==> src/pkg/ush_pkg.sv <==
package ush_pkg;

  // Bus geometry
  localparam int ADDR_W = 6;
  localparam int DATA_W = 32;
  localparam int CHAR_W = 9;
  localparam int TIMEOUT_W = 16;
  localparam int LINE_N = 4;

  // Register byte offsets
  localparam logic [ADDR_W-1:0] OFF_MASK_VIEW = 6'h00;
  localparam logic [ADDR_W-1:0] OFF_STATUS = 6'h04;
  localparam logic [ADDR_W-1:0] OFF_RX_HOLD = 6'h08;
  localparam logic [ADDR_W-1:0] OFF_TX_HOLD = 6'h0C;
  localparam logic [ADDR_W-1:0] OFF_INT_ENABLE = 6'h10;
  localparam logic [ADDR_W-1:0] OFF_INT_DISABLE = 6'h14;
  localparam logic [ADDR_W-1:0] OFF_COMMAND = 6'h18;
  localparam logic [ADDR_W-1:0] OFF_TIMEOUT = 6'h1C;

  // Status and mask bit positions
  localparam int BIT_RX_CHAR_AVAILABLE = 0;
  localparam int BIT_TX_HOLDING_FREE = 1;
  localparam int BIT_BREAK_SEEN = 2;
  localparam int BIT_RX_DMA_END = 3;
  localparam int BIT_TX_DMA_END = 4;
  localparam int BIT_OVERRUN = 5;
  localparam int BIT_FRAMING = 6;
  localparam int BIT_PARITY = 7;
  localparam int BIT_TIMEOUT = 8;
  localparam int BIT_TX_DRAINED = 9;
  localparam int BIT_RETRY_LIMIT = 10;
  localparam int BIT_TX_DMA_EMPTY = 11;
  localparam int BIT_RX_DMA_FULL = 12;
  localparam int BIT_NOT_ACK = 13;
  localparam int BIT_LINE_CHANGE = 16;
  localparam int BIT_LINE_LEVEL = 20;

  // Bits of the mask that exist
  localparam logic [DATA_W-1:0] MASK_VALID = 32'h000F3FFF;

  // Command register bit positions
  localparam int CMD_RESET_STATUS = 0;
  localparam int CMD_RESET_NAK = 1;
  localparam int CMD_RESET_RETRY = 2;
  localparam int CMD_START_BREAK = 3;
  localparam int CMD_RX_ENABLE = 4;
  localparam int CMD_RX_DISABLE = 5;
  localparam int CMD_TX_ENABLE = 6;
  localparam int CMD_TX_DISABLE = 7;
  localparam int CMD_START_TIMEOUT = 8;

  // Reset values
  localparam logic [DATA_W-1:0] MASK_RESET = 32'h00000000;
  localparam logic [TIMEOUT_W-1:0] TIMEOUT_RESET = 16'h0000;
  localparam logic [CHAR_W-1:0] CHAR_RESET = 9'h000;

  // AXI response codes
  localparam logic [1:0] RESP_OKAY = 2'h0;
  localparam logic [1:0] RESP_SLVERR = 2'h2;

endpackage : ush_pkg

==> src/logic/ush_line_watch.sv <==
`timescale 1ns/1ps

// Detects level changes on the modem control lines
module ush_line_watch (
  input wire logic clock,
  input wire logic rstn,
  input wire logic [ush_pkg::LINE_N-1:0] lineLevel,
  output logic [ush_pkg::LINE_N-1:0] lineChanged
);

  typedef struct packed {
    logic primed;
    logic [ush_pkg::LINE_N-1:0] prevLevel;
  } ush_watch_s;

  ush_watch_s s_r;
  ush_watch_s s_nxt;

  // Per-line compare against the last sampled level
  genvar g;
  generate
    for (g = 0; g < ush_pkg::LINE_N; g++) begin : gLine
      assign lineChanged[g] = s_r.primed & (lineLevel[g] ^ s_r.prevLevel[g]);
    end
  endgenerate

  // First cycle after reset only learns the levels, so no false change is seen
  always_comb begin
    s_nxt = s_r;
    s_nxt.primed = 1'b1;
    s_nxt.prevLevel = lineLevel;
  end

  // State register
  always_ff @(posedge clock or negedge rstn) begin
    if (!rstn) begin
      s_r <= '0;
    end else begin
      s_r <= s_nxt;
    end
  end

endmodule : ush_line_watch

==> src/logic/ush_status_regs.sv <==
// The AXI4-Lite slave port and the register addresses were left to the implementer.
`timescale 1ns/1ps

// How it works
// - Mask view reads one for each enabled source in bits 0-13 and 16-19.
// - Receive ready set by a received character, cleared by reading it or disabling.
// - Characters arriving while receiver off raise receive ready on re-enable.
// - Transmit free is low while holding full, break pending or transmitter off.
// - Break seen flag latches on break or break end until reset-status.
// - Bits 3 and 4 follow the DMA end-of-transfer signals directly.
// - Overrun flag latches on any receive overrun until reset-status.
// - Framing flag latches when a stop bit is sampled low until reset-status.
// - Parity flag latches on a parity error until reset-status.
// - Timeout flag sets on expiry after start-timeout; stays low when value zero.
// - Drained bit low while holding or shifter hold data or transmitter off.
// - Retry limit flag latches when repetitions run out until reset-retry.
// - Bits 11 and 12 follow DMA buffer empty and buffer full directly.
// - Not-acknowledged flag latches on a NOT_ACKNOWLEDGED_FLAG until the reset-NAK command.
// - Modem line change flags latch on any change, cleared by status read.
// - Bits 20 to 23 show the live modem line levels.
// - Receive holding returns the last character in bits 0 to 8.
// - Transmit holding write queues a character behind the one shifting out.
module ush_status_regs (
  input wire logic clock,
  input wire logic rstn,
  input wire logic [ush_pkg::ADDR_W-1:0] awaddr,
  input wire logic awvalid,
  output logic awready,
  input wire logic [ush_pkg::DATA_W-1:0] wdata,
  input wire logic [3:0] wstrb,
  input wire logic wvalid,
  output logic wready,
  output logic [1:0] bresp,
  output logic bvalid,
  input wire logic bready,
  input wire logic [ush_pkg::ADDR_W-1:0] araddr,
  input wire logic arvalid,
  output logic arready,
  output logic [ush_pkg::DATA_W-1:0] rdata,
  output logic [1:0] rresp,
  output logic rvalid,
  input wire logic rready,
  input wire logic rxCharValid,
  input wire logic [ush_pkg::CHAR_W-1:0] rxCharData,
  input wire logic rxParityErr,
  input wire logic rxFrameErr,
  input wire logic rxBreakEvt,
  input wire logic rxOverrunEvt,
  input wire logic rxTimeoutEvt,
  input wire logic nackEvt,
  input wire logic retryLimitEvt,
  output logic txCharValid,
  output logic [ush_pkg::CHAR_W-1:0] txCharData,
  input wire logic txCharTake,
  input wire logic txShifterBusy,
  output logic breakRequest,
  input wire logic breakTaken,
  input wire logic rxDmaTransferEnd,
  input wire logic txDmaTransferEnd,
  input wire logic txDmaBufferEmpty,
  input wire logic rxDmaBufferFull,
  input wire logic ringLine,
  input wire logic setReadyLine,
  input wire logic carrierLine,
  input wire logic clearSendLine,
  output logic rxEnabled,
  output logic txEnabled,
  output logic timeoutRestart,
  output logic [ush_pkg::TIMEOUT_W-1:0] timeoutValue,
  output logic irq
);

  typedef struct packed {
    logic awHeld;
    logic [ush_pkg::ADDR_W-1:0] awAddr;
    logic wHeld;
    logic [ush_pkg::DATA_W-1:0] wData;
    logic [3:0] wStrb;
    logic bValid;
    logic [1:0] bResp;
    logic rValid;
    logic [ush_pkg::DATA_W-1:0] rData;
    logic [1:0] rResp;
    logic [ush_pkg::DATA_W-1:0] intMask;
    logic rxOn;
    logic txOn;
    logic rxCharAvailable;
    logic rxPendingOff;
    logic [ush_pkg::CHAR_W-1:0] receivedCharacter;
    logic holdingFull;
    logic [ush_pkg::CHAR_W-1:0] characterToSend;
    logic breakPending;
    logic timeoutRestart;
    logic breakSeenFlag;
    logic overrunFlag;
    logic framingFlag;
    logic parityErrorFlag;
    logic timeoutFlag;
    logic retryLimitFlag;
    logic notAcknowledgedFlag;
    logic [ush_pkg::LINE_N-1:0] lineChange;
    logic [ush_pkg::TIMEOUT_W-1:0] toValue;
  } ush_state_s;

  ush_state_s s_r;
  ush_state_s s_nxt;

  logic [ush_pkg::LINE_N-1:0] lineLevel;
  logic [ush_pkg::LINE_N-1:0] lineChanged;
  logic [ush_pkg::DATA_W-1:0] statusVec;
  logic txHoldingFree;
  logic txFullyDrained;

  // Modem lines in status order: ring, set ready, carrier, clear to send
  assign lineLevel = {clearSendLine, carrierLine, setReadyLine, ringLine};

  ush_line_watch uWatch (
    .clock(clock),
    .rstn(rstn),
    .lineLevel(lineLevel),
    .lineChanged(lineChanged)
  );

  // Transmitter readiness derived from holding and break state
  // transmit free
  assign txHoldingFree = s_r.txOn & ~s_r.holdingFull & ~s_r.breakPending;
  assign txFullyDrained = s_r.txOn & ~s_r.holdingFull & ~txShifterBusy;

  // Assemble the channel status word
  always_comb begin
    statusVec = '0;
    statusVec[ush_pkg::BIT_RX_CHAR_AVAILABLE] = s_r.rxCharAvailable;
    statusVec[ush_pkg::BIT_TX_HOLDING_FREE] = txHoldingFree;
    statusVec[ush_pkg::BIT_BREAK_SEEN] = s_r.breakSeenFlag;
    statusVec[ush_pkg::BIT_RX_DMA_END] = rxDmaTransferEnd;
    statusVec[ush_pkg::BIT_TX_DMA_END] = txDmaTransferEnd;
    statusVec[ush_pkg::BIT_OVERRUN] = s_r.overrunFlag;
    statusVec[ush_pkg::BIT_FRAMING] = s_r.framingFlag;
    statusVec[ush_pkg::BIT_PARITY] = s_r.parityErrorFlag;
    statusVec[ush_pkg::BIT_TIMEOUT] = s_r.timeoutFlag;
    statusVec[ush_pkg::BIT_TX_DRAINED] = txFullyDrained;
    statusVec[ush_pkg::BIT_RETRY_LIMIT] = s_r.retryLimitFlag;
    statusVec[ush_pkg::BIT_TX_DMA_EMPTY] = txDmaBufferEmpty;
    statusVec[ush_pkg::BIT_RX_DMA_FULL] = rxDmaBufferFull;
    statusVec[ush_pkg::BIT_NOT_ACK] = s_r.notAcknowledgedFlag;
    statusVec[ush_pkg::BIT_LINE_CHANGE +: ush_pkg::LINE_N] = s_r.lineChange;
    statusVec[ush_pkg::BIT_LINE_LEVEL +: ush_pkg::LINE_N] = lineLevel;
  end

  // Bus handshakes: one write and one read outstanding at most
  assign awready = ~s_r.awHeld & ~s_r.bValid;
  assign wready = ~s_r.wHeld & ~s_r.bValid;
  assign arready = ~s_r.rValid;
  assign bvalid = s_r.bValid;
  assign bresp = s_r.bResp;
  assign rvalid = s_r.rValid;
  assign rdata = s_r.rData;
  assign rresp = s_r.rResp;

  // Engine-facing outputs
  assign txCharValid = s_r.holdingFull & s_r.txOn;
  assign txCharData = s_r.characterToSend;
  assign breakRequest = s_r.breakPending;
  assign rxEnabled = s_r.rxOn;
  assign txEnabled = s_r.txOn;
  assign timeoutRestart = s_r.timeoutRestart;
  assign timeoutValue = s_r.toValue;

  assign irq = |(statusVec & s_r.intMask & ush_pkg::MASK_VALID);

  // Next-state logic for the bus slave and all flags
  always_comb begin
    logic [ush_pkg::DATA_W-1:0] wMask;
    logic [ush_pkg::DATA_W-1:0] wBits;
    logic [ush_pkg::DATA_W-1:0] cmd;
    logic [ush_pkg::ADDR_W-1:0] wrAddr;
    logic [ush_pkg::ADDR_W-1:0] rdAddr;
    logic doWrite;
    logic doRead;
    logic rhrRead;
    logic csrRead;
    logic thrWrite;
    logic rxOnNow;
    logic rxEnCmd;
    logic rxDisCmd;
    logic txEnCmd;
    logic txDisCmd;
    logic rstStatus;
    wMask = '0;
    wBits = '0;
    cmd = '0;
    wrAddr = '0;
    rdAddr = '0;
    doWrite = 1'b0;
    doRead = 1'b0;
    rhrRead = 1'b0;
    csrRead = 1'b0;
    thrWrite = 1'b0;
    rxOnNow = 1'b0;
    rxEnCmd = 1'b0;
    rxDisCmd = 1'b0;
    txEnCmd = 1'b0;
    txDisCmd = 1'b0;
    rstStatus = 1'b0;
    s_nxt = s_r;

    // Capture write address and data independently
    if (awvalid && !s_r.awHeld && !s_r.bValid) begin
      s_nxt.awHeld = 1'b1;
      s_nxt.awAddr = awaddr;
    end
    if (wvalid && !s_r.wHeld && !s_r.bValid) begin
      s_nxt.wHeld = 1'b1;
      s_nxt.wData = wdata;
      s_nxt.wStrb = wstrb;
    end
    if (s_r.bValid && bready) begin
      s_nxt.bValid = 1'b0;
    end

    // Byte lanes gate every written bit
    for (int i = 0; i < 4; i++) begin
      wMask[i*8 +: 8] = {8{s_r.wStrb[i]}};
    end
    wBits = s_r.wData & wMask;
    wrAddr = {s_r.awAddr[ush_pkg::ADDR_W-1:2], 2'b00};
    doWrite = s_r.awHeld & s_r.wHeld & ~s_r.bValid;

    // Perform the write and post the response
    if (doWrite) begin
      s_nxt.awHeld = 1'b0;
      s_nxt.wHeld = 1'b0;
      s_nxt.bValid = 1'b1;
      s_nxt.bResp = ush_pkg::RESP_OKAY;
      case (wrAddr)
        ush_pkg::OFF_TX_HOLD: begin
          thrWrite = 1'b1;
        end
        ush_pkg::OFF_INT_ENABLE: begin
          s_nxt.intMask = s_r.intMask | (wBits & ush_pkg::MASK_VALID);
        end
        ush_pkg::OFF_INT_DISABLE: begin
          s_nxt.intMask = s_r.intMask & ~wBits;
        end
        ush_pkg::OFF_COMMAND: begin
          cmd = wBits;
        end
        ush_pkg::OFF_TIMEOUT: begin
          s_nxt.toValue = (s_r.toValue & ~wMask[ush_pkg::TIMEOUT_W-1:0]) | wBits[ush_pkg::TIMEOUT_W-1:0];
        end
        default: begin
          s_nxt.bResp = ush_pkg::RESP_SLVERR;
        end
      endcase
    end

    // Read channel: data sampled at the address handshake
    rdAddr = {araddr[ush_pkg::ADDR_W-1:2], 2'b00};
    doRead = arvalid & ~s_r.rValid;
    if (s_r.rValid && rready) begin
      s_nxt.rValid = 1'b0;
    end
    if (doRead) begin
      s_nxt.rValid = 1'b1;
      s_nxt.rResp = ush_pkg::RESP_OKAY;
      case (rdAddr)
        ush_pkg::OFF_MASK_VIEW: begin
          s_nxt.rData = s_r.intMask & ush_pkg::MASK_VALID;
        end
        ush_pkg::OFF_STATUS: begin
          s_nxt.rData = statusVec;
          csrRead = 1'b1;
        end
        ush_pkg::OFF_RX_HOLD: begin
          s_nxt.rData = {{(ush_pkg::DATA_W-ush_pkg::CHAR_W){1'b0}}, s_r.receivedCharacter};
          rhrRead = 1'b1;
        end
        ush_pkg::OFF_TIMEOUT: begin
          s_nxt.rData = {{(ush_pkg::DATA_W-ush_pkg::TIMEOUT_W){1'b0}}, s_r.toValue};
        end
        default: begin
          s_nxt.rData = '0;
          s_nxt.rResp = ush_pkg::RESP_SLVERR;
        end
      endcase
    end

    // Command decode; a disable in the same write beats an enable
    rstStatus = cmd[ush_pkg::CMD_RESET_STATUS];
    rxDisCmd = cmd[ush_pkg::CMD_RX_DISABLE];
    rxEnCmd = cmd[ush_pkg::CMD_RX_ENABLE] & ~rxDisCmd;
    txDisCmd = cmd[ush_pkg::CMD_TX_DISABLE];
    txEnCmd = cmd[ush_pkg::CMD_TX_ENABLE] & ~txDisCmd;
    if (rxDisCmd) begin
      s_nxt.rxOn = 1'b0;
    end else if (rxEnCmd) begin
      s_nxt.rxOn = 1'b1;
    end
    if (txDisCmd) begin
      s_nxt.txOn = 1'b0;
    end else if (txEnCmd) begin
      s_nxt.txOn = 1'b1;
    end
    rxOnNow = s_r.rxOn & ~rxDisCmd;

    // Store every arriving character
    if (rxCharValid) begin
      s_nxt.receivedCharacter = rxCharData;
    end

    if (rxDisCmd) begin
      s_nxt.rxPendingOff = s_r.rxPendingOff | s_r.rxCharAvailable | rxCharValid;
    end else if (rxEnCmd) begin
      s_nxt.rxPendingOff = 1'b0;
    end else if (rxCharValid && !s_r.rxOn) begin
      s_nxt.rxPendingOff = 1'b1;
    end

    // receive ready, new character beats the read
    if (rxCharValid && rxOnNow) begin
      s_nxt.rxCharAvailable = 1'b1;
    end else if (rxEnCmd && !s_r.rxOn && (s_r.rxPendingOff || rxCharValid)) begin
      s_nxt.rxCharAvailable = 1'b1;
    end else if (rhrRead || !s_nxt.rxOn) begin
      s_nxt.rxCharAvailable = 1'b0;
    end

    s_nxt.overrunFlag = (s_r.overrunFlag & ~rstStatus) | rxOverrunEvt |
                        (rxCharValid & rxOnNow & s_r.rxCharAvailable & ~rhrRead);
    s_nxt.breakSeenFlag = (s_r.breakSeenFlag & ~rstStatus) | rxBreakEvt;
    s_nxt.framingFlag = (s_r.framingFlag & ~rstStatus) | rxFrameErr;
    s_nxt.parityErrorFlag = (s_r.parityErrorFlag & ~rstStatus) | rxParityErr;
    s_nxt.retryLimitFlag = (s_r.retryLimitFlag & ~cmd[ush_pkg::CMD_RESET_RETRY]) | retryLimitEvt;
    s_nxt.notAcknowledgedFlag = (s_r.notAcknowledgedFlag & ~cmd[ush_pkg::CMD_RESET_NAK]) | nackEvt;

    // timeout flag held low by a zero value
    s_nxt.timeoutRestart = cmd[ush_pkg::CMD_START_TIMEOUT];
    s_nxt.timeoutFlag = (s_nxt.toValue != ush_pkg::TIMEOUT_RESET) &
                        ((s_r.timeoutFlag & ~cmd[ush_pkg::CMD_START_TIMEOUT]) | rxTimeoutEvt);

    // line change latch, cleared by status read
    s_nxt.lineChange = (s_r.lineChange & {ush_pkg::LINE_N{~csrRead}}) | lineChanged;

    // queue character, a new write beats the take
    if (thrWrite) begin
      s_nxt.holdingFull = 1'b1;
      s_nxt.characterToSend = wBits[ush_pkg::CHAR_W-1:0];
    end else if (txCharTake && txCharValid) begin
      s_nxt.holdingFull = 1'b0;
    end

    // break request pending until the engine starts it
    if (cmd[ush_pkg::CMD_START_BREAK] && s_nxt.txOn) begin
      s_nxt.breakPending = 1'b1;
    end else if (breakTaken || !s_nxt.txOn) begin
      s_nxt.breakPending = 1'b0;
    end
  end

  // State register
  always_ff @(posedge clock or negedge rstn) begin
    if (!rstn) begin
      s_r <= '0;
      s_r.intMask <= ush_pkg::MASK_RESET;
      s_r.toValue <= ush_pkg::TIMEOUT_RESET;
      s_r.receivedCharacter <= ush_pkg::CHAR_RESET;
      s_r.characterToSend <= ush_pkg::CHAR_RESET;
    end else begin
      s_r <= s_nxt;
    end
  end

endmodule : ush_status_regs

==> config.mk <==
export PLATFORM = sky130hd
export DESIGN_NAME = ush_status_regs
export DESIGN_NICKNAME = d
export VERILOG_FILES = /design/src/pkg/ush_pkg.sv /design/src/logic/ush_line_watch.sv /design/src/logic/ush_status_regs.sv
export SDC_FILE = /design/constraint.sdc
export NUM_CORES = 1
export LEC_CHECK = 0
export ABC_AREA = 1
export BUFFER_PORTS_ARGS = -buffer_cell sky130_fd_sc_hd__buf_2
export CORE_MARGIN = 2
export CORE_UTILIZATION = 58
export DETAILED_ROUTE_END_ITERATION = 8
export PLACE_DENSITY = 0.86
export SYNTH_ARGS = -nofsm -noshare
export SYNTH_HDL_FRONTEND = slang
export SYNTH_HIERARCHICAL = 1
export SYNTH_SLANG_ARGS = --single-unit
==> constraint.sdc <==
create_clock -name clock -period 3.7 [get_ports clock]
set_clock_uncertainty 0.05 [all_clocks]
set_input_delay 0.185 -clock clock [delete_from_list [all_inputs] [get_ports clock]]
set_output_delay 0.185 -clock clock [all_outputs]
set_load 0.03 [all_outputs]
# Yosys cells after proc, flatten, opt, wreduce, memory -nomap -nowiden

Index checks and enable logic that the tools add are counted.

Bits in registers: 171
Bits of input ports: 83
Output and inout bits: 72

Equality and inequality tests: 8
Muxes and demuxes: 36
Bitwise logic cells: 66
Reduce and logical (&&, ||, !) cells: 36

Operators by type and width:

| operator                                                        | number |
|---|---|
| 24-bit one-hot mux with 4 select lines                          | 1 |
| 32-bit AND                                                      | 2 |
| 32-bit one-hot mux with 2 select lines                          | 1 |
| 37-bit two-way mux                                              | 1 |
| 35-bit two-way mux                                              | 1 |
| 16-bit two-way mux                                              | 2 |
| 32-bit inverter                                                 | 1 |
| 32-bit by 20-bit bitwise OR with 32-bit output                  | 1 |
| 1-bit AND                                                       | 27 |
| 1-bit two-way mux                                               | 24 |
| 20-bit AND                                                      | 1 |
| 4-bit by 3-bit == test with 1-bit output, second input constant | 5 |
| 9-bit two-way mux                                               | 2 |
| 18-bit OR reduction                                             | 1 |
| 16-bit AND                                                      | 1 |
| 16-bit inverter                                                 | 1 |
| 16-bit bitwise OR                                               | 1 |
| 16-bit nonzero test                                             | 1 |
| 1-bit inverter                                                  | 15 |
| 2-bit nonzero test                                              | 7 |
| 1-bit logical AND                                               | 12 |
| 1-bit bitwise OR                                                | 10 |
| 4-bit by 2-bit == test with 1-bit output, second input constant | 2 |
| 7-bit two-way mux                                               | 1 |
| 13 further kinds                                                | 25 |

# Logic depth before layout (Yosys ltp)

Depth in word-level cells: 12
Depth in mapped cells: 12
Depth with buffers taken out: 11

# By module

The synthesis kept the hierarchy.

By module, submodules not included:

| module          | times used | cells an instance | area an instance (µm²) | sequential area each (µm²) |
|---|---|---|---|---|
| ush_status_regs | 1          | 732               | 6227.2                 | 3178.0 |
| ush_line_watch  | 1          | 22                | 188.9                  | 125.1 |

# Least setup slack after synthesis

No wires, ideal clock.

Kind: reg-to-reg
Start: register s_r (netlist bit bvalid)
End: register s_r[129] (netlist bit)
Setup time: 0.125 ns
Data arrival time: 1.813 ns
Data required time: 3.525 ns
Path slack: 1.712 ns
Cell stages (with the launch flop): 5
Path buffers: 1
Period minus slack after synthesis: 1.988 ns
Path through: dfrtp_1 > nor2_1 > nand2_1 > buf_2 > mux2_2

Longest elaborated chain between the ends: 2

RTL lines:

| item                     | RTL line               | source |
|---|---|---|
| start: declaration       | ush_status_regs.sv:105 | `ush_state_s s_r;` |
| start signal: assignment | ush_status_regs.sv:369 | `s_r <= s_nxt;` |
| 1-bit zero test          | ush_status_regs.sv:212 | `if (wvalid && !s_r.wHeld && !s_r.bValid) begin` |
| 1-bit logical AND        | ush_status_regs.sv:212 |  |

Every way passes these cells.
A chain may end at the register's enable or synchronous reset.

# Worst setup path in the final report

Start: register s_r (netlist bit txEnabled)
End: output irq

Longest elaborated chain between the ends: 4
Elaborated cells between the ends (all ways): 5
Those cells by class: 4 x bitwise; 1 x reduce/logical

RTL lines:

| item                                | RTL line                                       | source |
|---|---|---|
| 1-bit AND (*)                       | ush_status_regs.sv:126, ush_status_regs.sv:127 |  |
| 1-bit AND, on equally long branches | ush_status_regs.sv:126, ush_status_regs.sv:127 |  |
| 20-bit AND (*)                      | ush_status_regs.sv:169                         | `assign irq = \|(statusVec & s_r.intMask & ush_pkg::MASK_VALID);` |
| 18-bit OR reduction (*)             | ush_status_regs.sv:169                         |  |
| end: declaration                    | ush_status_regs.sv:70                          | `output logic irq` |

Every way passes the cells marked *; elsewhere a longest branch is shown, timed or not.

==> key figures <==
Run status
  • Outcome: completed

Min path
  • Type of the worst min-delay path: primary input to flip-flop
  • Min-delay src: rxCharValid

GRT
  • Grt ovf: 0
  • Vias in the first global route: between 5000 and 6000
  • Met1 Resource Use GR: ~38%
  • First-pass GRT wire length: around 27000 um
  • Total track usage: between 20% and 30%
  • Largest net degree at the start of global routing: 64
  • Met2 Resource Use GR: a little under 50%
  • Antenna violations before repair: 0
  • Met3 Use GR: 7.770%
  • Peak-usage layer in the global routing report: met2

CTS
  • CTS sink cnt: approximately 130
  • Reg clk slew, reported paths: approximately 0.06 ns
  • TritonCTS clock tree: done
  • Post-CTS setup buffer count: 0
  • H-tree depth reported by CTS: 4
  • Worst skew pair latency: around 0.52 ns
  • Clock root cell: clkbuf_8
  • CTS buffer count: 17
  • Clock buffer depth: 2

Routing
  • # DRC: 0
  • DR vias/cell: approximately 5.3
  • Post-route ant nets: 0
  • Vias: 5550
  • Routed len/inst: 16.07 um
  • Initial DRC Count: about 440
  • Drt pass-1 iters: 6
  • Final wirelength: ~17000 um

Power and ir drop
  • Switching share of power: about 40%
  • Cell Pwr Density: around 750 nW/um^2
  • Leakage: 0.004249 uW
  • Comb power frac: around 34%
  • Sw Pwr: about 2400 uW
  • Sequential Power Share: 37.5%
  • Clock share of power: ~28%
  • Worst IR Drop VDD: 499.0 uV
  • Pint: ~3600 uW

Worst setup path
  • Worst-path maximum fanout: 6
  • Crit Path Class: flip-flop to output port
  • CP Launch Point: txEnabled
  • CP Launch Type: flip-flop
  • Arrival time worst endpoint: 2.03 ns
  • CP peak stage delay: about 0.45 ns
  • Critical Path End Type: output port
  • Slowest cell on the critical path: dfrtp_1
  • Critical path required time: approximately 3.5 ns
  • CP cell instances: inv_1 -> nor3_1 -> nand2_1 -> o21ai_0 -> nor4_1 -> nand3b_1 -> buf_2
  • Reg-to-Reg Start: s_r[165]

Place
  • HPWL Detailed: approximately 11000 um
  • GP Congestion: around 0.9
  • # placed instances: between 900 and 1000
  • IO buf count: approximately 130

Die
  • # IOs: ~160
  • Die Y: about 110 um
  • Die Width: 109.2 um
  • Core area: approximately 11000 um^2
  • Row cnt: 38
  • Die ar.: ~12000 um^2
  • Initial Util: 59.45%

Timing
  • Final hold viol count: 0
  • Tmin final: around 2.3 ns
  • Min Hold Slack: around 0.011 ns
  • Max transition margin: a little under a third
  • Total negative slack: 0 ns
  • Fmax: between 400 and 500 MHz
  • RSZ-0062 raised after global routing: no
  • Final period util: between 60% and 70%
  • Final Max Slew Viols: 0
  • Finish-stage setup viols: 0
  • Slew at the pin closest to its max-slew limit: 1.028 ns

Synthesis
  • Mapped Cells: ~750
  • Distinct cells, synth: 32
  • Flops & latches, synth: roughly 130
  • Seq/Total Area, Yosys: around half
  • Synth Warn #: 6
  • Syn avg cell area: ~8.5 um^2
  • Post-synthesis cell area: roughly 6400 um^2

Run
  • Max cap viols: 0

Layout
  • Post-Layout Cell Count: roughly 1000
  • Layout cells sized above 1: between 20% and 30%
  • N_diodes: 0
  • Nets: approximately 970
  • Layout area overhead: 23.50%
power groups by stage:
stage	clock network, uW	logic [uW]	registers, uW
final	1700	2030	2240
after global routing	1770	2230	2280
after CTS	1700	2000	2220
after detailed placement	0	1920	2230
after global placement	0	1870	2200
after floorplan	0	1630	2110
kinds of logic after synthesis:
kind of cell | count (synthesis) | share of synthesized area (%)
simple gates | 278 | 17.63
flops | 132 | 51.48
other cells | 2 | 0.1170
mux | 22 | 3.861
compound gates | 136 | 12.21
buf+inv | 184 | 14.70
critical path, delay by kind of cell, from the launching register on:
| kind | cells | cell delay, ns |
|---|---|---|
| flops | 1 | 0.45 |
| buf+inv | 2 | 0.31 |
| simple gates | 4 | 0.63 |
| compound gates | 1 | 0.11 |
final cells by class:
type	count	area [um^2]
flip-flops and latches	132	3303
fillers	743	2869
multi-input cells	447	2203
repair buffers	191	1264
clock buffers	18	417.9
inverters	102	382.9
clock inverters	14	177.7
well taps	140	175.2
per-layer routing:
metal	wire length [um]	part of all wire, %
met5	0	0
met2	8139	49
met3	1342	8.0
met4	495	3.0
met1	6801	41
synth_stat cells:
master    instances  area share, %
nor3_1            3           0.23
o211a_1           1           0.16
nand3_1          12           0.94
nand4_4           1           0.33
nor2_2            1          0.098
a22oi_1           1           0.12
nor2_4            3           0.53
clkbuf_2          1          0.078
buf_2             7           0.55
clkbuf_1         11           0.64
a21oi_1          11           0.86
o31ai_1           5           0.59
o31ai_2           1           0.19
o21ai_1           1          0.078
o21bai_1          9            1.1
o21ai_0          77            6.0
mux2_2           22            3.9
nand2_4           1           0.18
conb_1            2           0.12
buf_4            62            7.3
clkbuf_8          1           0.21
nand4_1           2           0.19
a221oi_1          2           0.27
nor2_1           65            3.8
nand3b_1          1           0.12
nand2_2           1          0.098
dfrtp_1         132             51
inv_1           102            6.0
nor4_1            3           0.29
o22ai_1          24            2.3
a22o_1            4           0.55
nand2_1         185             11
repair_timing:
action / 4_1_cts / 5_1_grt
hold buffers: 58 / 0
hold endpoints to repair: 117 / 0
gates resized for setup: 0 / 0
path summary, 6_finish.rpt:
kind,slack [ns],endpoint,cells past startpoint
worst max-delay path,1.44,irq,7
worst min-delay path,0.01,s_r[46],3
worst max register to register,1.56,txCharData[8],4
worst min register to register,0.43,rdata[19],2
max in group asynchronous,2.53,async pin,3
min in group asynchronous,0.23,s_r[132],2
per-stage QoR:
stage	util (%)	setup WS, ns	power (uW)	area (um^2)
detailed placement	62.52	1.581	4144	6748
global route	73.42	1.329	6283	7924
floorplan	-	1.712	3743	6450
CTS	73.42	1.489	5921	7924
finish	73.42	1.437	5963	7924
global placement	62.52	1.650	4073	6748
layout by cell type (no fill, tap or decap):
cell type,n
a21oi_1,11
a221oi_1,2
a22o_1,4
a22oi_1,1
buf_2,126
buf_4,7
bufinv_16,3
clkbuf_1,1
clkbuf_16,16
clkbuf_8,1
clkinv_2,2
clkinv_4,2
clkinvlp_4,3
conb_1,11
dfrtp_1,132
dlygate4sd3_1,58
inv_1,102
inv_6,3
inv_8,1
mux2_2,22
nand2_1,185
nand2_2,1
nand2_4,1
nand3_1,12
nand3b_1,1
nand4_1,2
nand4_4,1
nor2_1,65
nor2_2,1
nor2_4,3
nor3_1,3
nor4_1,3
o211a_1,1
o21ai_0,77
o21ai_1,1
o21bai_1,9
o22ai_1,24
o31ai_1,5
o31ai_2,1
(Power assumes the default switching activity.)
